<file path="config.mk">
export PLATFORM = sky130hd
export DESIGN_NAME = lld_ctrl
export DESIGN_NICKNAME = d
export VERILOG_FILES = /design/src/design/lld_pkg.sv /design/src/design/lld_sync.sv /design/src/design/lld_beat_mem.sv /design/src/design/lld_ctrl.sv
export SDC_FILE = /design/constraint.sdc
export NUM_CORES = 1
export LEC_CHECK = 0
export BUFFER_PORTS_ARGS = -buffer_cell sky130_fd_sc_hd__buf_2
export CAP_MARGIN = 10
export CORE_MARGIN = 2
export CORE_UTILIZATION = 45
export DETAILED_ROUTE_END_ITERATION = 12
export HOLD_SLACK_MARGIN = 0.03
export PLACE_DENSITY_LB_ADDON = 0.2
export SLEW_MARGIN = 10
export SYNTH_ARGS = -nofsm -noshare
export SYNTH_HDL_FRONTEND = slang
export SYNTH_SLANG_ARGS = --single-unit
export TNS_END_PERCENT = 1
</file>
<file path="constraint.sdc">
create_clock -name i_core_clk -period 5.17 [get_ports i_core_clk]
set_clock_uncertainty 0.2 [all_clocks]
set_input_delay 0.2585 -clock i_core_clk [delete_from_list [all_inputs] [get_ports i_core_clk]]
set_output_delay 0.2585 -clock i_core_clk [all_outputs]
set_load 0.03 [all_outputs]
</file>
<file path="src/design/lld_pkg.sv">
// Constants, types and pin bundles of the low latency dram pin controller
package lld_pkg;
  localparam int unsigned CORE_CLK_PERIOD_NS = 8;
  localparam int unsigned CK_DIV             = 4;
  localparam int unsigned REF_WINDOW_NS      = 32000000;
  localparam int unsigned REF_CMDS_TOTAL     = 131072;
  localparam int unsigned REF_INT_CYC        = REF_WINDOW_NS / (REF_CMDS_TOTAL * CORE_CLK_PERIOD_NS);
  localparam int unsigned REF_LATE_MAX       = 255;
  localparam int unsigned TRC_MIN_NS         = 15;
  localparam int unsigned TRC_MIN_CYC        = (TRC_MIN_NS + CORE_CLK_PERIOD_NS - 1) / CORE_CLK_PERIOD_NS;
  localparam int unsigned RD_TIMEOUT_CYC     = 1023;

  localparam int unsigned ADDR_W   = 22;
  localparam int unsigned BANK_W   = 3;
  localparam int unsigned DQ_W     = 36;
  localparam int unsigned HALF_W   = 18;
  localparam int unsigned BEAT_MAX = 8;
  localparam int unsigned BEAT_AW  = 3;
  localparam int unsigned TERM_ADDR_BIT = 9;

  localparam logic [4:0] OFS_CTRL = 5'h00;
  localparam logic [4:0] OFS_ADDR = 5'h04;
  localparam logic [4:0] OFS_CFG  = 5'h08;
  localparam logic [4:0] OFS_STAT = 5'h0c;
  localparam logic [4:0] OFS_WDLO = 5'h10;
  localparam logic [4:0] OFS_WDHI = 5'h14;
  localparam logic [4:0] OFS_RDLO = 5'h18;
  localparam logic [4:0] OFS_RDHI = 5'h1c;

  localparam int unsigned CTRL_GO_BIT   = 0;
  localparam int unsigned CTRL_OP_LSB   = 1;
  localparam int unsigned CTRL_AREF_BIT = 3;
  localparam int unsigned CTRL_SEL_LSB  = 4;
  localparam int unsigned ADDR_BANK_LSB = 22;
  localparam int unsigned CFG_BL_LSB    = 0;
  localparam int unsigned CFG_DLY_LSB   = 2;
  localparam int unsigned CFG_TRC_LSB   = 6;
  localparam int unsigned CFG_TERM_BIT  = 10;
  localparam int unsigned CFG_MASK_LSB  = 11;

  localparam logic [31:0] CTRL_RMASK = 32'h0000_007e;
  localparam logic [31:0] ADDR_RMASK = 32'h01ff_ffff;
  localparam logic [31:0] CFG_RMASK  = 32'h0007_ffff;
  localparam logic [31:0] WDHI_RMASK = 32'h0000_000f;
  localparam logic [31:0] CTRL_RST   = 32'h0000_0008;
  localparam logic [31:0] CFG_RST    = 32'h0000_0111;

  // Pin levels {chip select, write, renew}, all active low
  localparam logic [2:0] PINS_READ   = 3'h3;
  localparam logic [2:0] PINS_WRITE  = 3'h1;
  localparam logic [2:0] PINS_REFR   = 3'h2;
  localparam logic [2:0] PINS_CONFIG = 3'h0;

  typedef enum logic [1:0] {OP_READ, OP_WRITE, OP_REFRESH, OP_CONFIG} lld_op_e;

  typedef struct packed {
    logic                chip_sel_n;
    logic                write_cmd_n;
    logic                renew_cmd_n;
    logic [BANK_W-1:0]   internal_array_select;
    logic [ADDR_W-1:0]   addr_in;
  } lld_cmd_s;

  localparam lld_cmd_s CMD_NOP = '{chip_sel_n: 1'b1, write_cmd_n: 1'b1, renew_cmd_n: 1'b1,
                                   internal_array_select: 3'h0, addr_in: 22'h0};

  typedef struct packed {
    logic low_true;
    logic low_comp;
    logic high_true;
    logic high_comp;
  } lld_wclk_s;

  typedef struct packed {
    logic [DQ_W-1:0] dq;
    logic            dq_oe_n;
    logic            write_beat_mask;
  } lld_wdat_s;

  typedef struct packed {
    logic            read_echo_clk_first;
    logic            read_echo_clk_second;
    logic            rd_valid_flag;
    logic [DQ_W-1:0] dq;
  } lld_rpin_s;
endpackage

</file>
<file path="src/design/lld_sync.sv">
// Two-stage synchroniser for pin inputs
`timescale 1ns/100ps
module lld_sync #(
  parameter int unsigned W = 1
) (
  input  wire logic         i_clk,
  input  wire logic         i_rstn,
  input  wire logic         i_en,
  input  wire logic [W-1:0] i_d,
  output logic      [W-1:0] o_q
);
  logic [W-1:0] meta_q;

  always_ff @(posedge i_clk or negedge i_rstn)
  begin
    if (!i_rstn)
    begin
      meta_q <= '0;
      o_q    <= '0;
    end
    else if (i_en)
    begin
      meta_q <= i_d;
      o_q    <= meta_q;
    end
  end
endmodule

</file>
<file path="src/design/lld_beat_mem.sv">
// Small beat store with registered read data
`timescale 1ns/100ps
module lld_beat_mem #(
  parameter int unsigned W  = 18,
  parameter int unsigned D  = 8,
  parameter int unsigned AW = 3
) (
  input  wire logic          i_clk,
  input  wire logic          i_rstn,
  input  wire logic          i_en,
  input  wire logic          i_we,
  input  wire logic [AW-1:0] i_waddr,
  input  wire logic [W-1:0]  i_wdata,
  input  wire logic [AW-1:0] i_raddr,
  output logic      [W-1:0]  o_rdata
);
  logic [W-1:0] mem [D];

  always_ff @(posedge i_clk)
  begin
    if (i_en && i_we)
      mem[i_waddr] <= i_wdata;
  end

  always_ff @(posedge i_clk or negedge i_rstn)
  begin
    if (!i_rstn)
      o_rdata <= '0;
    else if (i_en)
      o_rdata <= mem[i_raddr];
  end
endmodule

</file>
<file path="src/design/lld_ctrl.sv">
// Controller that drives the low latency dram pins under software command
//
// Register access over Avalon-MM and the register offsets were decided locally.
`timescale 1ns/100ps
module lld_ctrl
  import lld_pkg::*;
(
  input  wire logic        i_core_clk,
  input  wire logic        i_rstn,
  input  wire logic        i_clk_en,
  input  wire logic [4:0]  i_avs_address,
  input  wire logic        i_avs_read,
  input  wire logic        i_avs_write,
  input  wire logic [31:0] i_avs_writedata,
  input  wire logic [3:0]  i_avs_byteenable,
  output logic      [31:0] o_avs_readdata,
  output logic             o_avs_waitrequest,
  output lld_cmd_s         o_cmd,
  output logic             o_cmd_clk_true,
  output logic             o_cmd_clk_comp,
  output lld_wclk_s        o_wclk,
  output lld_wdat_s        o_wdat,
  input  wire lld_rpin_s   i_rpin
);
  typedef enum logic [2:0] {ST_IDLE, ST_ISSUE, ST_WLAT, ST_WDATA, ST_RWAIT} lld_state_e;

  function automatic logic [31:0] be_merge(input logic [31:0] old, input logic [31:0] nw, input logic [3:0] be);
    logic [31:0] r;
    r = old;
    for (int i = 0; i < 4; i++)
      if (be[i])
        r[8*i +: 8] = nw[8*i +: 8];
    return r;
  endfunction

  lld_state_e        state_q;
  lld_op_e           job_op_q;
  logic [1:0]        ph_q;
  logic [1:0]        ph_d;
  logic              ack_q;
  logic              acc;
  logic              wr_fire;
  logic [31:0]       ctrl_q;
  logic [31:0]       addr_q;
  logic [31:0]       cfg_q;
  logic [31:0]       wdlo_q;
  logic [31:0]       wdhi_q;
  logic [31:0]       rd_mux;
  logic              go;
  logic              req_q;
  logic              done_q;
  logic              rd_tmo_q;
  logic              busy;
  logic              tick;
  logic              issue;
  logic              taken;
  logic [BANK_W-1:0] cur_bank;
  logic [BANK_W-1:0] last_bank_q;
  logic [BANK_W-1:0] ref_bank_q;
  logic [5:0]        trc_cnt_q;
  logic [5:0]        trc_ld;
  logic [3:0]        beats;
  logic [4:0]        lat_q;
  logic [3:0]        beat_cnt_q;
  logic              wr_start;
  logic              wr_next;
  logic              wr_end;
  logic [3:0]        lo_cnt_q;
  logic [3:0]        hi_cnt_q;
  logic [9:0]        tmo_q;
  logic              rd_done;
  logic              rd_abort;
  logic [31:0]       ref_tmr_q;
  logic              ref_pend_q;
  logic [7:0]        ref_age_q;
  logic [$bits(lld_rpin_s)-1:0] rp_raw;
  lld_rpin_s         rp_s;
  logic              ekf_prev_q;
  logic              eks_prev_q;
  logic              cap_f_q;
  logic              cap_s_q;
  logic              lo_we;
  logic              hi_we;
  logic [HALF_W-1:0] mem_lo;
  logic [HALF_W-1:0] mem_hi;
  logic [5:0]        drv_cnt_q;
  logic [7:0]        gap_q;
  lld_cmd_s          new_cmd;

  wire logic [1:0]        cfg_bl   = cfg_q[CFG_BL_LSB +: 2];
  wire logic [3:0]        cfg_dly  = cfg_q[CFG_DLY_LSB +: 4];
  wire logic [3:0]        cfg_trc  = cfg_q[CFG_TRC_LSB +: 4];
  wire logic [7:0]        cfg_mask = cfg_q[CFG_MASK_LSB +: 8];
  wire logic              aref_en  = ctrl_q[CTRL_AREF_BIT];
  wire logic [BEAT_AW-1:0] rd_sel  = ctrl_q[CTRL_SEL_LSB +: BEAT_AW];

  // Avalon slave: one wait cycle, so registered memory data is always ready
  assign acc     = (i_avs_read | i_avs_write) & ~ack_q;
  assign wr_fire = i_avs_write & ack_q;
  assign go      = wr_fire && (i_avs_address == OFS_CTRL) && i_avs_byteenable[0]
                   && i_avs_writedata[CTRL_GO_BIT];

  always_ff @(posedge i_core_clk or negedge i_rstn)
  begin
    if (!i_rstn)
    begin
      ack_q             <= 1'b0;
      o_avs_waitrequest <= 1'b1;
      o_avs_readdata    <= 32'h0;
    end
    else if (i_clk_en)
    begin
      ack_q             <= acc;
      o_avs_waitrequest <= ~acc;
      if (acc && i_avs_read)
        o_avs_readdata <= rd_mux;
    end
  end

  always_comb
  begin
    case (i_avs_address)
      OFS_CTRL: rd_mux = ctrl_q & CTRL_RMASK;
      OFS_ADDR: rd_mux = addr_q & ADDR_RMASK;
      OFS_CFG:  rd_mux = cfg_q & CFG_RMASK;
      OFS_STAT: rd_mux = {28'h0, ref_pend_q, rd_tmo_q, done_q, busy};
      OFS_WDLO: rd_mux = wdlo_q;
      OFS_WDHI: rd_mux = wdhi_q & WDHI_RMASK;
      OFS_RDLO: rd_mux = {mem_hi[13:0], mem_lo};
      OFS_RDHI: rd_mux = {28'h0, mem_hi[17:14]};
      default:  rd_mux = 32'h0;
    endcase
  end

  always_ff @(posedge i_core_clk or negedge i_rstn)
  begin
    if (!i_rstn)
    begin
      ctrl_q <= CTRL_RST;
      addr_q <= 32'h0;
      cfg_q  <= CFG_RST;
      wdlo_q <= 32'h0;
      wdhi_q <= 32'h0;
    end
    else if (i_clk_en && wr_fire)
    begin
      case (i_avs_address)
        OFS_CTRL: ctrl_q <= be_merge(ctrl_q, i_avs_writedata, i_avs_byteenable) & CTRL_RMASK;
        OFS_ADDR: addr_q <= be_merge(addr_q, i_avs_writedata, i_avs_byteenable) & ADDR_RMASK;
        OFS_CFG:  cfg_q  <= be_merge(cfg_q, i_avs_writedata, i_avs_byteenable) & CFG_RMASK;
        OFS_WDLO: wdlo_q <= be_merge(wdlo_q, i_avs_writedata, i_avs_byteenable);
        OFS_WDHI: wdhi_q <= be_merge(wdhi_q, i_avs_writedata, i_avs_byteenable) & WDHI_RMASK;
        default:  ;
      endcase
    end
  end

  // Clock generation: CK spans four core cycles, strobes lag by one cycle
  assign ph_d = ph_q + 2'd1;
  assign tick = ph_q[0];

  always_ff @(posedge i_core_clk or negedge i_rstn)
  begin
    if (!i_rstn)
    begin
      ph_q           <= 2'd0;
      o_cmd_clk_true <= 1'b0;
      o_cmd_clk_comp <= 1'b1;
      o_wclk         <= '{low_true: 1'b1, low_comp: 1'b0, high_true: 1'b1, high_comp: 1'b0};
    end
    else if (i_clk_en)
    begin
      ph_q           <= ph_d;
      o_cmd_clk_true <= ph_d[1];
      o_cmd_clk_comp <= ~ph_d[1];
      o_wclk.low_true  <= ~(ph_d[1] ^ ph_d[0]);
      o_wclk.low_comp  <= ph_d[1] ^ ph_d[0];
      o_wclk.high_true <= ~(ph_d[1] ^ ph_d[0]);
      o_wclk.high_comp <= ph_d[1] ^ ph_d[0];
    end
  end

  // Software requests wait in req_q; a request while busy is dropped
  assign busy  = (state_q != ST_IDLE) | req_q;
  assign taken = (state_q == ST_IDLE) & (ref_pend_q | req_q);

  always_ff @(posedge i_core_clk or negedge i_rstn)
  begin
    if (!i_rstn)
    begin
      req_q    <= 1'b0;
      done_q   <= 1'b0;
      rd_tmo_q <= 1'b0;
    end
    else if (i_clk_en)
    begin
      if (go && !busy)
        req_q <= 1'b1;
      else if (taken && !ref_pend_q)
        req_q <= 1'b0;
      if (wr_end || rd_done || (issue && job_op_q == OP_CONFIG))
        done_q <= 1'b1;
      else if (go && !busy)
        done_q <= 1'b0;
      if (rd_abort)
        rd_tmo_q <= 1'b1;
      else if (go && !busy)
        rd_tmo_q <= 1'b0;
    end
  end

  // Refresh pacing; a pending refresh beats a software request
  always_ff @(posedge i_core_clk or negedge i_rstn)
  begin
    if (!i_rstn)
    begin
      ref_tmr_q  <= 32'h0;
      ref_pend_q <= 1'b0;
      ref_bank_q <= 3'h0;
      ref_age_q  <= 8'h0;
    end
    else if (i_clk_en)
    begin
      ref_tmr_q  <= (ref_tmr_q == 32'(REF_INT_CYC - 1)) ? 32'h0 : ref_tmr_q + 32'h1;
      if (aref_en && ref_tmr_q == 32'(REF_INT_CYC - 1))
        ref_pend_q <= 1'b1;
      else if (taken)
        ref_pend_q <= 1'b0;
      if (issue && job_op_q == OP_REFRESH)
        ref_bank_q <= ref_bank_q + 3'h1;
      if ((issue && job_op_q == OP_REFRESH) || !aref_en)
        ref_age_q <= 8'h0;
      else if (ref_age_q != 8'hff)
        ref_age_q <= ref_age_q + 8'h1;
    end
  end

  // Command issue, held across the CK rising edge
  assign cur_bank = (job_op_q == OP_REFRESH) ? ref_bank_q : addr_q[ADDR_BANK_LSB +: BANK_W];
  assign issue    = (state_q == ST_ISSUE) && (ph_q == 2'd3)
                    && !((cur_bank == last_bank_q) && (trc_cnt_q != 6'h0));
  assign trc_ld   = 6'(cfg_trc * CK_DIV);

  always_comb
  begin
    new_cmd = CMD_NOP;
    new_cmd.internal_array_select = cur_bank;
    new_cmd.addr_in = addr_q[ADDR_W-1:0];
    case (job_op_q)
      OP_READ:    {new_cmd.chip_sel_n, new_cmd.write_cmd_n, new_cmd.renew_cmd_n} = PINS_READ;
      OP_WRITE:   {new_cmd.chip_sel_n, new_cmd.write_cmd_n, new_cmd.renew_cmd_n} = PINS_WRITE;
      OP_REFRESH:
      begin
        {new_cmd.chip_sel_n, new_cmd.write_cmd_n, new_cmd.renew_cmd_n} = PINS_REFR;
        new_cmd.addr_in = 22'h0;
      end
      OP_CONFIG:
      begin
        {new_cmd.chip_sel_n, new_cmd.write_cmd_n, new_cmd.renew_cmd_n} = PINS_CONFIG;
        new_cmd.addr_in[TERM_ADDR_BIT] = cfg_q[CFG_TERM_BIT];
      end
      default:    new_cmd = CMD_NOP;
    endcase
  end

  always_ff @(posedge i_core_clk or negedge i_rstn)
  begin
    if (!i_rstn)
    begin
      o_cmd       <= CMD_NOP;
      trc_cnt_q   <= 6'h0;
      last_bank_q <= 3'h0;
    end
    else if (i_clk_en)
    begin
      if (ph_q == 2'd3)
        o_cmd <= issue ? new_cmd : CMD_NOP;
      if (issue)
      begin
        trc_cnt_q   <= (trc_ld < 6'(TRC_MIN_CYC)) ? 6'(TRC_MIN_CYC) : trc_ld;
        last_bank_q <= cur_bank;
      end
      else if (trc_cnt_q != 6'h0)
        trc_cnt_q <= trc_cnt_q - 6'h1;
    end
  end

  // Sequencer
  assign beats    = (cfg_bl == 2'd3) ? 4'd8 : 4'(4'd2 << cfg_bl);
  assign wr_start = (state_q == ST_WLAT) && tick && (lat_q == 5'h0);
  assign wr_next  = (state_q == ST_WDATA) && tick && (beat_cnt_q != beats);
  assign wr_end   = (state_q == ST_WDATA) && tick && (beat_cnt_q == beats);
  assign rd_done  = (state_q == ST_RWAIT) && (lo_cnt_q == beats) && (hi_cnt_q == beats);
  assign rd_abort = (state_q == ST_RWAIT) && !rd_done && (tmo_q == 10'(RD_TIMEOUT_CYC));

  always_ff @(posedge i_core_clk or negedge i_rstn)
  begin
    if (!i_rstn)
    begin
      state_q    <= ST_IDLE;
      job_op_q   <= OP_READ;
      lat_q      <= 5'h0;
      beat_cnt_q <= 4'h0;
      tmo_q      <= 10'h0;
    end
    else if (i_clk_en)
    begin
      case (state_q)
        ST_IDLE:
          if (taken)
          begin
            job_op_q <= ref_pend_q ? OP_REFRESH : lld_op_e'(ctrl_q[CTRL_OP_LSB +: 2]);
            state_q  <= ST_ISSUE;
          end
        ST_ISSUE:
          if (issue)
          begin
            lat_q <= {cfg_dly, 1'b0};
            tmo_q <= 10'h0;
            case (job_op_q)
              OP_WRITE: state_q <= ST_WLAT;
              OP_READ:  state_q <= ST_RWAIT;
              default:  state_q <= ST_IDLE;
            endcase
          end
        ST_WLAT:
          if (wr_start)
          begin
            beat_cnt_q <= 4'h1;
            state_q    <= ST_WDATA;
          end
          else if (tick)
            lat_q <= lat_q - 5'h1;
        ST_WDATA:
          if (wr_end)
            state_q <= ST_IDLE;
          else if (wr_next)
            beat_cnt_q <= beat_cnt_q + 4'h1;
        ST_RWAIT:
          if (rd_done || rd_abort)
            state_q <= ST_IDLE;
          else
            tmo_q <= tmo_q + 10'h1;
        default: state_q <= ST_IDLE;
      endcase
    end
  end

  // Write data changes on CK edges, so it sits centred on the strobe edges
  always_ff @(posedge i_core_clk or negedge i_rstn)
  begin
    if (!i_rstn)
      o_wdat <= '{dq: 36'h0, dq_oe_n: 1'b1, write_beat_mask: 1'b0};
    else if (i_clk_en)
    begin
      if (wr_start)
        o_wdat <= '{dq: {wdhi_q[3:0], wdlo_q}, dq_oe_n: 1'b0, write_beat_mask: cfg_mask[0]};
      else if (wr_next)
        o_wdat.write_beat_mask <= cfg_mask[beat_cnt_q[BEAT_AW-1:0]];
      else if (wr_end)
        o_wdat <= '{dq: 36'h0, dq_oe_n: 1'b1, write_beat_mask: 1'b0};
    end
  end

  // Read capture: echo clocks are slow pins, so data is taken one cycle after the edge
  lld_sync #(
    .W ($bits(lld_rpin_s))
  ) u_sync (
    .i_clk  (i_core_clk),
    .i_rstn (i_rstn),
    .i_en   (i_clk_en),
    .i_d    (i_rpin),
    .o_q    (rp_raw)
  );
  assign rp_s  = lld_rpin_s'(rp_raw);
  assign lo_we = cap_f_q && rp_s.rd_valid_flag && (state_q == ST_RWAIT) && (lo_cnt_q < beats);
  assign hi_we = cap_s_q && rp_s.rd_valid_flag && (state_q == ST_RWAIT) && (hi_cnt_q < beats);

  always_ff @(posedge i_core_clk or negedge i_rstn)
  begin
    if (!i_rstn)
    begin
      ekf_prev_q <= 1'b0;
      eks_prev_q <= 1'b0;
      cap_f_q    <= 1'b0;
      cap_s_q    <= 1'b0;
      lo_cnt_q   <= 4'h0;
      hi_cnt_q   <= 4'h0;
    end
    else if (i_clk_en)
    begin
      ekf_prev_q <= rp_s.read_echo_clk_first;
      eks_prev_q <= rp_s.read_echo_clk_second;
      cap_f_q    <= rp_s.read_echo_clk_first ^ ekf_prev_q;
      cap_s_q    <= rp_s.read_echo_clk_second ^ eks_prev_q;
      if (issue)
      begin
        lo_cnt_q <= 4'h0;
        hi_cnt_q <= 4'h0;
      end
      else
      begin
        if (lo_we)
          lo_cnt_q <= lo_cnt_q + 4'h1;
        if (hi_we)
          hi_cnt_q <= hi_cnt_q + 4'h1;
      end
    end
  end

  lld_beat_mem #(
    .W  (HALF_W),
    .D  (BEAT_MAX),
    .AW (BEAT_AW)
  ) u_mem_lo (
    .i_clk   (i_core_clk),
    .i_rstn  (i_rstn),
    .i_en    (i_clk_en),
    .i_we    (lo_we),
    .i_waddr (lo_cnt_q[BEAT_AW-1:0]),
    .i_wdata (rp_s.dq[HALF_W-1:0]),
    .i_raddr (rd_sel),
    .o_rdata (mem_lo)
  );

  lld_beat_mem #(
    .W  (HALF_W),
    .D  (BEAT_MAX),
    .AW (BEAT_AW)
  ) u_mem_hi (
    .i_clk   (i_core_clk),
    .i_rstn  (i_rstn),
    .i_en    (i_clk_en),
    .i_we    (hi_we),
    .i_waddr (hi_cnt_q[BEAT_AW-1:0]),
    .i_wdata (rp_s.dq[DQ_W-1:HALF_W]),
    .i_raddr (rd_sel),
    .o_rdata (mem_hi)
  );

  always_ff @(posedge i_core_clk or negedge i_rstn)
  begin
    if (!i_rstn)
      drv_cnt_q <= 6'h0;
    else if (i_clk_en)
      drv_cnt_q <= o_wdat.dq_oe_n ? 6'h0 : drv_cnt_q + 6'h1;
  end

  // Age since last issue, kept apart from the row cycle counter
  always_ff @(posedge i_core_clk or negedge i_rstn)
  begin
    if (!i_rstn)
      gap_q <= 8'hff;
    else if (i_clk_en)
      gap_q <= issue ? 8'h0 : ((gap_q == 8'hff) ? gap_q : gap_q + 8'h1);
  end
endmodule

</file>
==> results of run 1 <==
-- power by group --
group / total [mW] / leakage [nW] / internal (mW) / switching [mW]
Clock: 5.21 / 1.20 / 3.15 / 2.06
Sequential: 6.31 / 7.56 / 5.97 / 0.342
Combinational: 1.16 / 4.33 / 0.488 / 0.675
-- cells in the mapped netlist (all sizes together), types with 26 or more instances --
| cell | n | area, um^2 |
|---|---|---|
| mux2 | 173 | 1950 |
| edfxtp | 288 | 8650 |
| inv | 27 | 101 |
| o21ai | 51 | 259 |
| nor2 | 121 | 457 |
| a21oi | 57 | 285 |
| mux4 | 74 | 1670 |
| clkbuf | 63 | 236 |
| nand2 | 79 | 297 |
| and3 | 26 | 163 |
| mux2i | 53 | 547 |
| a22oi | 31 | 233 |
| nand3 | 28 | 140 |
| buf | 33 | 164 |
| dfrtp | 378 | 9460 |
| a31oi | 29 | 181 |
| a22o | 59 | 517 |
| xnor2 | 30 | 278 |
-- cells by family after synthesis --
family	share of synthesized area
xor gates and xnor gates	0.0143
and+or+nand+nor	0.0610
muxes	0.152
DFF	0.674
buffers and inverters	0.0184
adders and majority gates	0.00825
AOI/OAI and AO/OA	0.0721
-- timing repair --
action,in CTS,in global routing
endpoints found under the hold margin,244,0
setup buffers,0,0
hold buffers,86,0
-- per-stage QoR --
stage	utilization	cell area, um^2
after floorplan	-	27300
after global placement	0.486	29200
after detailed placement	0.486	29200
after CTS	0.541	32500
after global routing	0.541	32500
final	0.541	32500
-- area by class of cell --
type	count	area, um^2
inverter	27	101
timing repair buffer	308	2100
sequential	677	18400
multi-input combinational	982	8500
fill	4886	27600
tap	782	978
clock inverter	25	265
clock buffer	107	2170
-- worst max-delay path, stage by stage (launching register included) --
cell	delay [ns]
dfrtp_1	0.40
inv_1	0.20
nand2_1	0.12
ha_1	0.30
nor2b_1	0.13
o21ai_0	0.20
nand4b_1	0.26
nor2_1	0.24
and3_1	0.86
-- worst max path at each step --
stage | endpoint | slack, ns | cells past startpoint
after floorplan | u_mem_hi.mem[2][0] | 1.39 | 6
after global placement | lo_cnt_q[3] | 1.97 | 9
after detailed placement | u_mem_hi.mem[6][9] | 1.82 | 8
after CTS | u_mem_hi.mem[6][7] | 1.83 | 8
after global routing | u_mem_hi.mem[6][8] | 1.56 | 8
final | u_mem_hi.mem[6][7] | 1.89 | 8
-- state kept, by name (all words and copies together) (netlist names), 18 cells and up --
register          cells
ref_tmr_q            32
o_avs_readdata       32
u_mem_hi.o_rdata     18
u_mem_lo.mem        144
o_wdat               38
u_sync.o_q           39
o_cmd                28
u_mem_lo.o_rdata     18
wdlo_q               32
u_mem_hi.mem        144
addr_q               25
u_sync.meta_q        39
cfg_q                19
-- routing by layer --
metal  routed length (um)  part of all wire  track usage
met4                 1350             0.021       0.0597
met3                 3430             0.053       0.0342
met5                    0                 0            0
met1                29800              0.46        0.305
met2                30100              0.47        0.327
==> results.md, run 1 <==
* Clock slew at reported path FFs at ~0.060 ns
* YS warnings at 0
* Final GP Congestion at just over 0.9
* Setup repair after global routing missed its margin: false
* Synth Net Count at between 1500 and 2000
* Crit end category: flop
* WHS Endpoint: ctrl_q[2]
* Mapped Avg Cell Area at between 15 and 20 um^2
* WHS Path Cells at 3
* Row cnt at 90
* I/O pin count at 190
* Max-slew headroom at 0.263
* Final min period at 3.28 ns
* Antenna viol nets, final at 0
* Final net count at 2170
* DRC at 0
* Tightest Pin Transition at between 1 and 1.5 ns
* Area grow syn2layout at 19.1%
* Seq/Total Area, Yosys at 0.674
* VDD IR-drop max at about 0.00024 V
* Most common cell after layout, fill and taps aside: dfrtp_1
* Final cell count without fillers at around 2900
* Initial antenna violation count at 0
* Reg-to-reg startpoint: cfg_q[1]
* Fin crit share at 0.635
* Grt total ovfl at 0
* Post-CTS Resized at 0
* Total track usage at 0.209
* Worst Setup SP: cfg_q[1]
* Max Fanout on Critical Path at 18
* TritonCTS clock tree: done
* FFs w/ async S/R, synth at 0.575
* Pleak at between 10 and 15 nW
* 1st-pass router iterations at 5
* Initial Util at 0.454
* Vias in the first global route at roughly 17000
* Pre-CTS setup slack at 1.82 ns
* Antenna Cells at 0
* Clk buf depth at 3
* Min-delay src: i_avs_byteenable[0]
* Final hold slack at around 0.055 ns
* Largest net degree at the start of global routing at approximately 110
* Die Wd at between 200 and 300 um
* Worst-Skew Late Latency at just over 0.6 ns
* Data arrival time of the critical path at between 3 and 4 ns
* Clock buffer count from CTS at ~70
* Post-synthesis register bit count at between 600 and 700
* Via density at 5.63
* First-pass GRT wire length at roughly 100 mm
* Final hold vios at 0
* Commonest non-fill, non-tap cells in the layout: dfrtp_1 (375), edfxtp_1 (288), buf_2 (187)
* Startpoint types: flop
* R2r setup slk at around 1.9 ns
* Core area at 60100 um^2
* Setup tns final at 0 ns
* Vias at 16400
* Final wirelength at 64.6 mm
* Placed insts at 2689
* Max_cap viols at 0
* Status: complete, no violations
* Pwr Total at ~13 mW
* Worst flop-to-flop path endpoint: u_mem_hi.mem[6][7]
* Number of cells on the worst reg-to-reg path at 8
* Max Clk Rate at 0.305 GHz
* Final setup viols at 0
* Die ar. at approximately 63000 um^2
* Synth unique cells at between 70 and 80
* Pwr/cell area at 390 nW/um^2
* Synth Cell Area at between 20000 and 30000 um^2
* CTS Sinks at between 600 and 700
* Drt wl/cell at 22.2 um
* WS Path Type: reg -> reg
* Hold Crit Class: in -> reg
* Commonest register cell after synthesis: dfrtp_1
* Initial DRC count at 1434
* Syn Inst Count at 1782
* CTS H-tree lvls at 3
* Layout cells sized above 1 at 0.297
* I/O Buffers at approximately 190
* Worst setup margin at 1.89 ns
* Die Span Y at 250 um
* Dpl hpwl at between 40 and 50 mm
* Post-synth EDFFs at ~290
* CTS root buf: clkbuf_16
* Max Slew Vio Count at 0
* WP data required at slightly above 5 ns
Note: power is estimated with default switching activity, not from simulation.
==> run 2, diff against run 1 <==
--- a/config.mk
+++ b/config.mk
@@ -5,6 +5,7 @@
 export SDC_FILE = /design/constraint.sdc
 export NUM_CORES = 1
 export LEC_CHECK = 0
+export ABC_AREA = 1
 export BUFFER_PORTS_ARGS = -buffer_cell sky130_fd_sc_hd__buf_2
 export CAP_MARGIN = 10
 export CORE_MARGIN = 2
==> constraint.sdc (replaced) <==
create_clock -name i_core_clk -period 3.1 [get_ports i_core_clk]
set_clock_uncertainty 0.2 [all_clocks]
set_input_delay 0.155 -clock i_core_clk [delete_from_list [all_inputs] [get_ports i_core_clk]]
set_output_delay 0.155 -clock i_core_clk [all_outputs]
set_load 0.03 [all_outputs]
==> run 2 against run 1 <==
Against the previous run: sequential share of layout area is 3.5 points lower; clock power rose by 68%; sequential power grew 70%; largest cell class unchanged; critical path type is now in -> reg; final area rose by 6.7%; largest power group unchanged; hold slack worse by 0.0094 ns.
==> results.md, run 2 <==
* Tightest Pin Transition at 0.959 ns (was 1.11 ns)
* Post-synth top cells: nand2_1 (592), dfrtp_1 (378), o21ai_0 (356), inv_1 (303), edfxtp_1 (288) (was dfrtp_1 (378), edfxtp_1 (288), mux2_2 (173), nor2_1 (120), nand2_1 (79))
* Final hold vios at 0 (unchanged)
* FFs w/ async S/R, synth at 0.575 (unchanged)
* YS warnings at 0 (unchanged)
* Clock slew at reported path FFs at 0.06 ns (about the same)
* Finished Cell Area at 34700 um^2 (was 32500 um^2)
* Logic gate share of total power at 0.141 (was 0.092)
* Initial antenna violation count at 5 (was 0)
* P_sw at 6.30 mW (was 3.07 mW)
* Worst Path Buf+Inv at 7 (was 1)
* Largest area contributor in the netlist: dfrtp_1 (unchanged)
* Seq/Total Area, Yosys at 0.641 (was 0.674)
* Final GP Congestion at 0.938 (was 0.909)
* Pre-CTS setup slack at 0.268 ns (was 1.82 ns)
* VDD IR-drop max at 0.000342 V (was 0.000235 V)
* Most common cell after layout, fill and taps aside: nand2_1 (was dfrtp_1)
* Area grow syn2layout at 20.8% (was 19.1%)
* Vias at 21200 (was 16400)
* Critical path cell sequence: dlygate4sd3_1, buf_2, nor2_4, nand3_1, nor2_1, buf_4, inv_2, nor2_2, buf_4, nand2_1, dlygate4sd3_1, o21ai_0, dlygate4sd3_1 (was inv_1, nand2_1, ha_1, nor2b_1, o21ai_0, nand4b_1, nor2_1, and3_1)
* Initial DRC count at 1901 (was 1434)
* Slowest stage delay, CP at 0.57 ns (was 0.86 ns)
* Die ar. at 65800 um^2 (was 62700 um^2)
* Pwr Total at 22.6 mW (was 12.7 mW)
* Initial Util at 0.455 (was 0.454)
* Core area at 63100 um^2 (was 60100 um^2)
* I/O Buffers at 189 (unchanged)
* Commonest register cell after synthesis: dfrtp_1 (unchanged)
* Data arrival time of the critical path at 3.24 ns (was 3.31 ns)
* Startpoint types: input port (was flop)
* Final net count at 3217 (was 2170)
* Synth top area share at 0.329 (was 0.346)
* Antenna viol nets, final at 0 (unchanged)
* Final setup viols at 0 (unchanged)
* Worst-Skew Late Latency at 0.62 ns (was 0.61 ns)
* First-pass GRT wire length at 121 mm (was 101 mm)
* Setup tns final at 0 ns (unchanged)
* Synth Cell Area at 28700 um^2 (was 27300 um^2)
* Max-slew headroom at 0.361 (was 0.263)
* Synth unique cells at 47 (was 71)
* Clk buf depth at 3 (unchanged)
* Area contributors post-synth: dfrtp_1 (33%), edfxtp_1 (30%), nand2_1 (7.7%), o21ai_0 (6.2%), inv_1 (4.0%) (was dfrtp_1 (35%), edfxtp_1 (32%), mux2_2 (7.1%), mux4_2 (6.1%), a22o_1 (1.9%))
* Slowest-stage cell, CP: dlygate4sd3_1 (was and3_1)
* Commonest non-fill, non-tap cells in the layout: nand2_1 (592), dfrtp_1 (376), o21ai_0 (356) (was dfrtp_1 (375), edfxtp_1 (288), buf_2 (187))
* Clock share of power at 0.387 (was 0.411)
* Post-DP Area at 30900 um^2 (was 29200 um^2)
* WS Path Type: in -> reg (was reg -> reg)
* Crit path max-delay family: buffers and inverters (was simple AND/OR/NAND/NOR gates)
* Fillers at 5415 (was 4886)
* Worst setup margin at 0.217 ns (was 1.89 ns)
* Most numerous cell in the Yosys netlist: nand2_1 (was dfrtp_1)
* CTS root buf: clkbuf_16 (unchanged)
* I/O pin count at 190 (unchanged)
* Sw frac at 0.279 (was 0.242)
* Pwr/cell area at 651 nW/um^2 (was 390 nW/um^2)
* DRC at 0 (unchanged)
* Multi-input logic area at 8610 um^2 (was 8500 um^2)
* Post-synth EDFFs at 288 (unchanged)
* Most used cell, CP: dlygate4sd3_1
* Final cell count without fillers at 4021 (was 2908)
* Drt wl/cell at 19.2 um (was 22.2 um)
* WP data required at 3.45 ns (was 5.19 ns)
* Max_cap viols at 0 (unchanged)
* Max Clk Rate at 0.347 GHz
* Row cnt at 92 (was 90)
* Hold Crit Class: in -> reg (unchanged)
* Crit end category: flop (unchanged)
* Synth Net Count at 2893 (was 1885)
* Biggest regs: u_mem_hi.mem (144), u_mem_lo.mem (144) (unchanged)
* Placed insts at 3753 (was 2689)
* Die Wd at 257 um (was 250 um)
* Final min period at 2.88 ns
* Grt total ovfl at 0 (unchanged)
* TritonCTS clock tree: done (unchanged)
* Post-synthesis register bit count at 677 (unchanged)
* Vias in the first global route at 20800 (was 16600)
* Mapped Avg Cell Area at 10.3 um^2 (was 15.3 um^2)
* Syn Inst Count at 2790 (was 1782)
* CTS Sinks at 677 (unchanged)
* Largest net degree at the start of global routing at 131 (was 113)
* Dpl hpwl at 52.9 mm (was 42.3 mm)
* Fin crit share at 0.930
* Clock buffer count from CTS at 73 (was 71)
* Pleak at 15.0 nW (was 13.1 nW)
* Max Slew Vio Count at 0 (unchanged)
* Final wirelength at 77.2 mm (was 64.6 mm)
* 1st-pass router iterations at 7 (was 5)
* CTS H-tree lvls at 3 (unchanged)
* Via density at 5.28 (was 5.63)
* Total track usage at 0.236 (was 0.209)
* Max Fanout on Critical Path at 12 (was 18)
* Int Pwr at 16.3 mW (was 9.61 mW)
* FF+latch area at 18400 um^2 (about the same)
* Setup bufs post-CTS at 0 (unchanged)
* Setup repair after global routing missed its margin: false (unchanged)
* Status: complete, no violations (unchanged)
* Layout cells sized above 1 at 0.136 (was 0.297)
* Reg power frac at 0.472 (was 0.497)
* Die Span Y at 257 um (was 250 um)
run 2: worst paths after layout:
check	start	endpoint	slack (ns)	cells after the start
min in group asynchronous	i_rstn	cfg_q[8]	0.58	3
worst max register to register	cfg_q[1]	u_mem_lo.mem[5][6]	0.27	12
worst min-delay path	i_avs_address[0]	o_avs_readdata[4]	0.05	6
max in group asynchronous	i_rstn	o_avs_readdata[26]	1.65	4
worst max-delay path	i_avs_address[1]	cfg_q[8]	0.22	13
worst min register to register	u_sync.meta_q[33]	u_sync.meta_q[33]	0.27	2
run 2: logic make-up (layout without fill, tap and decap cells):
kind of cell,after synthesis,in the layout,synth area share
simple gates,935,935,0.136
xor+xnor,36,36,0.0110
mux,82,82,0.0290
other cells,0,2,0
buf+inv,447,830,0.0616
fa+ha+maj,18,18,0.00784
compound gates,595,595,0.113
flops,677,677,0.641
run 2: timing repair:
item                                    4_1_cts  5_1_grt
resized for setup                             0        2
hold buffers                                132        0
endpoints found under the setup margin        0       10
endpoints found under the hold margin       572        0
run 2: layout make-up:
class,count,share of cell area
flip-flops and latches,677,0.530
multi-input cells,1666,0.248
repair buffers,381,0.0861
clock buffers,102,0.0615
inverters,315,0.0342
well taps,846,0.0305
clock inverters,32,0.00891
diodes,2,0.000144
run 2: through the flow:
stage          hold slack, ns   util
2_1_floorplan          -0.341      -
3_3_place_gp          -0.0527  0.490
3_5_place_dp          -0.0553  0.490
4_1_cts                0.0367  0.550
5_1_grt                0.0793  0.550
6_report               0.0455  0.550
run 2: metal layers:
| metal | global-route usage | share of wire |
|---|---|---|
| met3 | 0.0333 | 0.055 |
| met2 | 0.378 | 0.46 |
| met4 | 0.0814 | 0.031 |
| met1 | 0.332 | 0.45 |
| met5 | 0 | 0.00017 |
run 2: power groups by stage:
stage          Combinational (mW)  Clock (mW)  Sequential (mW)
2_1_floorplan                1.81           0             10.9
3_3_place_gp                 3.01           0             10.8
3_5_place_dp                 3.07           0             10.8
4_1_cts                      3.21        8.93             10.7
5_1_grt                      3.56        9.31             10.7
6_report                     3.19        8.74             10.7
run 2: tightest hold or removal path: stages:
cell	delay (ns)
buf_2	0.12
nor2_4	0.06
nand4_1	0.07
nand3_1	0.16
o21ai_0	0.20
nand2_1	0.05
==> run 3, diff against run 2 <==
==> constraint.sdc (replaced) <==
create_clock -name i_core_clk -period 2.64 [get_ports i_core_clk]
set_clock_uncertainty 0.2 [all_clocks]
set_input_delay 0.132 -clock i_core_clk [delete_from_list [all_inputs] [get_ports i_core_clk]]
set_output_delay 0.132 -clock i_core_clk [all_outputs]
set_load 0.03 [all_outputs]
==> run 3 against run 2 <==
Against the previous run: count of clock-buffer cells in the layout down 1; first-iteration DRC count increased by 7.9%; global-route usage up 0.16 points; critical endpoint is now u_mem_lo.mem[3][11]; combinational power grew 24%; largest power group unchanged; largest cell class unchanged; wire length up 1.4%; non-clock buffer count up 22; final area up 1.4%; hold slack better by 0.021 ns; setup slack worse by 0.17 ns.
==> results.md, run 3 (synthesized netlist as in run 2, its figures left out) <==
* Status: complete, no violations (unchanged)
* Number of cells on the worst reg-to-reg path at 11 (was 12)
* Layout cells sized above 1 at 0.148 (was 0.136)
* TritonCTS clock tree: done (unchanged)
* Clock slew at reported path FFs at 0.06 ns (about the same)
* Finished Cell Area at 35200 um^2 (was 34700 um^2)
* Pleak at 15.3 nW (was 15.0 nW)
* WHS Path Cells at 4 (was 6)
* Clock share of power at 0.392 (was 0.387)
* Final setup viols at 0 (unchanged)
* Initial DRC count at 2051 (was 1901)
* Vias at 21500 (was 21200)
* Grt total ovfl at 0 (unchanged)
* Core area at 63100 um^2 (unchanged)
* Via density at 5.32 (was 5.28)
* Most common cell after layout, fill and taps aside: nand2_1 (unchanged)
* Total track usage at 0.238 (was 0.236)
* Fin crit share at 0.983
* Min-delay src: i_rpin[19] (was i_avs_address[0])
* Sw frac at 0.276 (was 0.279)
* Commonest non-fill, non-tap cells in the layout: nand2_1 (588), dfrtp_1 (376), o21ai_0 (356) (was nand2_1 (592), dfrtp_1 (376), o21ai_0 (356))
* CTS Sinks at 677 (unchanged)
* Final GP Congestion at 0.905 (was 0.938)
* WS Path Type: reg -> reg (was in -> reg)
* Logic gate share of total power at 0.145 (was 0.141)
* Data arrival time of the critical path at 2.70 ns (was 3.24 ns)
* Clk buf depth at 3 (unchanged)
* Max Slew Vio Count at 0 (unchanged)
* Initial antenna violation count at 0 (was 5)
* Reg power frac at 0.463 (was 0.472)
* Die ar. at 65800 um^2 (unchanged)
* Biggest regs: u_mem_hi.mem (144), u_mem_lo.mem (144) (unchanged)
* Dpl hpwl at 52.9 mm (about the same)
* Final net count at 3238 (was 3217)
* Final cell count without fillers at 4039 (was 4021)
* I/O Buffers at 189 (unchanged)
* Die Wd at 257 um (unchanged)
* Max Clk Rate at between 0.3 and 0.4 GHz
* P_sw at 7.49 mW (was 6.30 mW)
* Pwr Total at 27.1 mW (was 22.6 mW)
* Die Span Y at 257 um (unchanged)
* Worst flop-to-flop path endpoint: u_mem_lo.mem[3][11] (was u_mem_lo.mem[5][6])
* Max-slew headroom at 0.350 (was 0.361)
* Worst Setup SP: cfg_q[0] (was i_avs_address[1])
* DRC at 0 (unchanged)
* Final hold slack at 0.0663 ns (was 0.0455 ns)
* Area grow syn2layout at 22.6% (was 20.8%)
* Worst-Skew Late Latency at 0.62 ns (about the same)
* Tightest Pin Transition at 0.967 ns (was 0.959 ns)
* Setup repair after global routing missed its margin: true (was false)
* Vias in the first global route at 21000 (was 20800)
* 1st-pass router iterations at 5 (was 7)
* Reg-to-reg startpoint: cfg_q[0] (was cfg_q[1])
* Drt wl/cell at 19.4 um (was 19.2 um)
* Placed insts at 3781 (was 3753)
* Initial Util at 0.455 (unchanged)
* Hold Crit Class: in -> reg (unchanged)
* WHS Endpoint: u_sync.meta_q[19] (was o_avs_readdata[4])
* WP data required at 2.75 ns (was 3.45 ns)
* Crit end category: flop (unchanged)
* Max_cap viols at 0 (unchanged)
* Clock buffer count from CTS at 72 (was 73)
* Int Pwr at 19.6 mW (was 16.3 mW)
* VDD IR-drop max at 0.000415 V (was 0.000342 V)
* Final hold vios at 0 (unchanged)
* Startpoint types: flop (was input port)
* Final wirelength at 78.3 mm (was 77.2 mm)
* Pwr/cell area at 770 nW/um^2 (was 651 nW/um^2)
* Final min period at about 2.6 ns
* CTS H-tree lvls at 3 (unchanged)
* CTS root buf: clkbuf_16 (unchanged)
* R2r setup slk at 0.05 ns (was 0.27 ns)
* Setup tns final at 0 ns (unchanged)
* Row cnt at 92 (unchanged)
* First-pass GRT wire length at 122 mm (was 121 mm)
* Max Fanout on Critical Path at 18 (was 12)
* Antenna Cells at 0 (was 2)
* Largest net degree at the start of global routing at 89 (was 131)
* I/O pin count at 190 (unchanged)
* Antenna viol nets, final at 0 (unchanged)
* Post-DP Area at 31300 um^2 (was 30900 um^2)
==> run 3: layout make-up <==
type / count / area [um^2]
fill: 5402 / 27900
sequential: 677 / 18400
multi-input combinational: 1666 / 8720
timing repair buffer: 403 / 3320
clock buffer: 101 / 2080
inverter: 315 / 1190
tap: 846 / 1060
clock inverter: 31 / 417
==> run 3: worst max-delay path by stage <==
| stage | to | slack [ns] | cells past startpoint |
|---|---|---|---|
| 6_report | u_mem_lo.mem[3][11] | 0.05 | 11 |
| 5_1_grt | u_mem_hi.mem[0][2] | -0.06 | 9 |
| 4_1_cts | u_mem_lo.mem[4][11] | -0.04 | 11 |
| 3_5_place_dp | u_mem_lo.mem[1][7] | -0.06 | 11 |
| 3_3_place_gp | u_mem_lo.mem[4][2] | -0.002 | 10 |
| 2_1_floorplan | u_mem_lo.mem[1][0] | -0.24 | 9 |
==> run 3: metal layers <==
layer  wire (um)  global-route usage
met1       35200               0.343
met2       36800               0.380
met3        4800              0.0322
met4        1470              0.0627
met5           0                   0
==> run 3: power groups by stage <==
stage	registers, mW	clock network, mW	logic (mW)
6_report	12.5	10.6	3.94
5_1_grt	12.6	11.2	4.36
4_1_cts	12.5	10.8	3.91
3_5_place_dp	12.7	0	3.74
3_3_place_gp	12.7	0	3.70
2_1_floorplan	12.8	0	2.15
==> run 3: per-stage QoR <==
step                setup slack (ns)   util
floorplan                     -0.243      -
CTS                          -0.0427  0.555
global placement            -0.00211  0.496
detailed placement           -0.0616  0.496
finish                        0.0455  0.558
global route                 -0.0632  0.558
==> run 3: what timing repair did <==
| item | 4_1_cts | 5_1_grt |
|---|---|---|
| endpoints found under the setup margin | 144 | 318 |
| hold endpoints to repair | 558 | 0 |
| pin swaps | 0 | 7 |
| setup buffers | 0 | 4 |
| gates resized for setup | 3 | 18 |
| hold buffers | 120 | 0 |
| gates cloned | 0 | 2 |
==> run 3: worst max-delay path, cell delays in order, from the launching register on <==
cell     delay [ns]
dfstp_2        0.55
nand2_4        0.07
ha_4           0.21
nand2_2        0.06
nor2_1         0.04
nor3_1         0.16
nand4_1        0.17
nor2_4         0.21
buf_4          0.16
nand2_4        0.09
nor3_4         0.18
buf_12         0.19
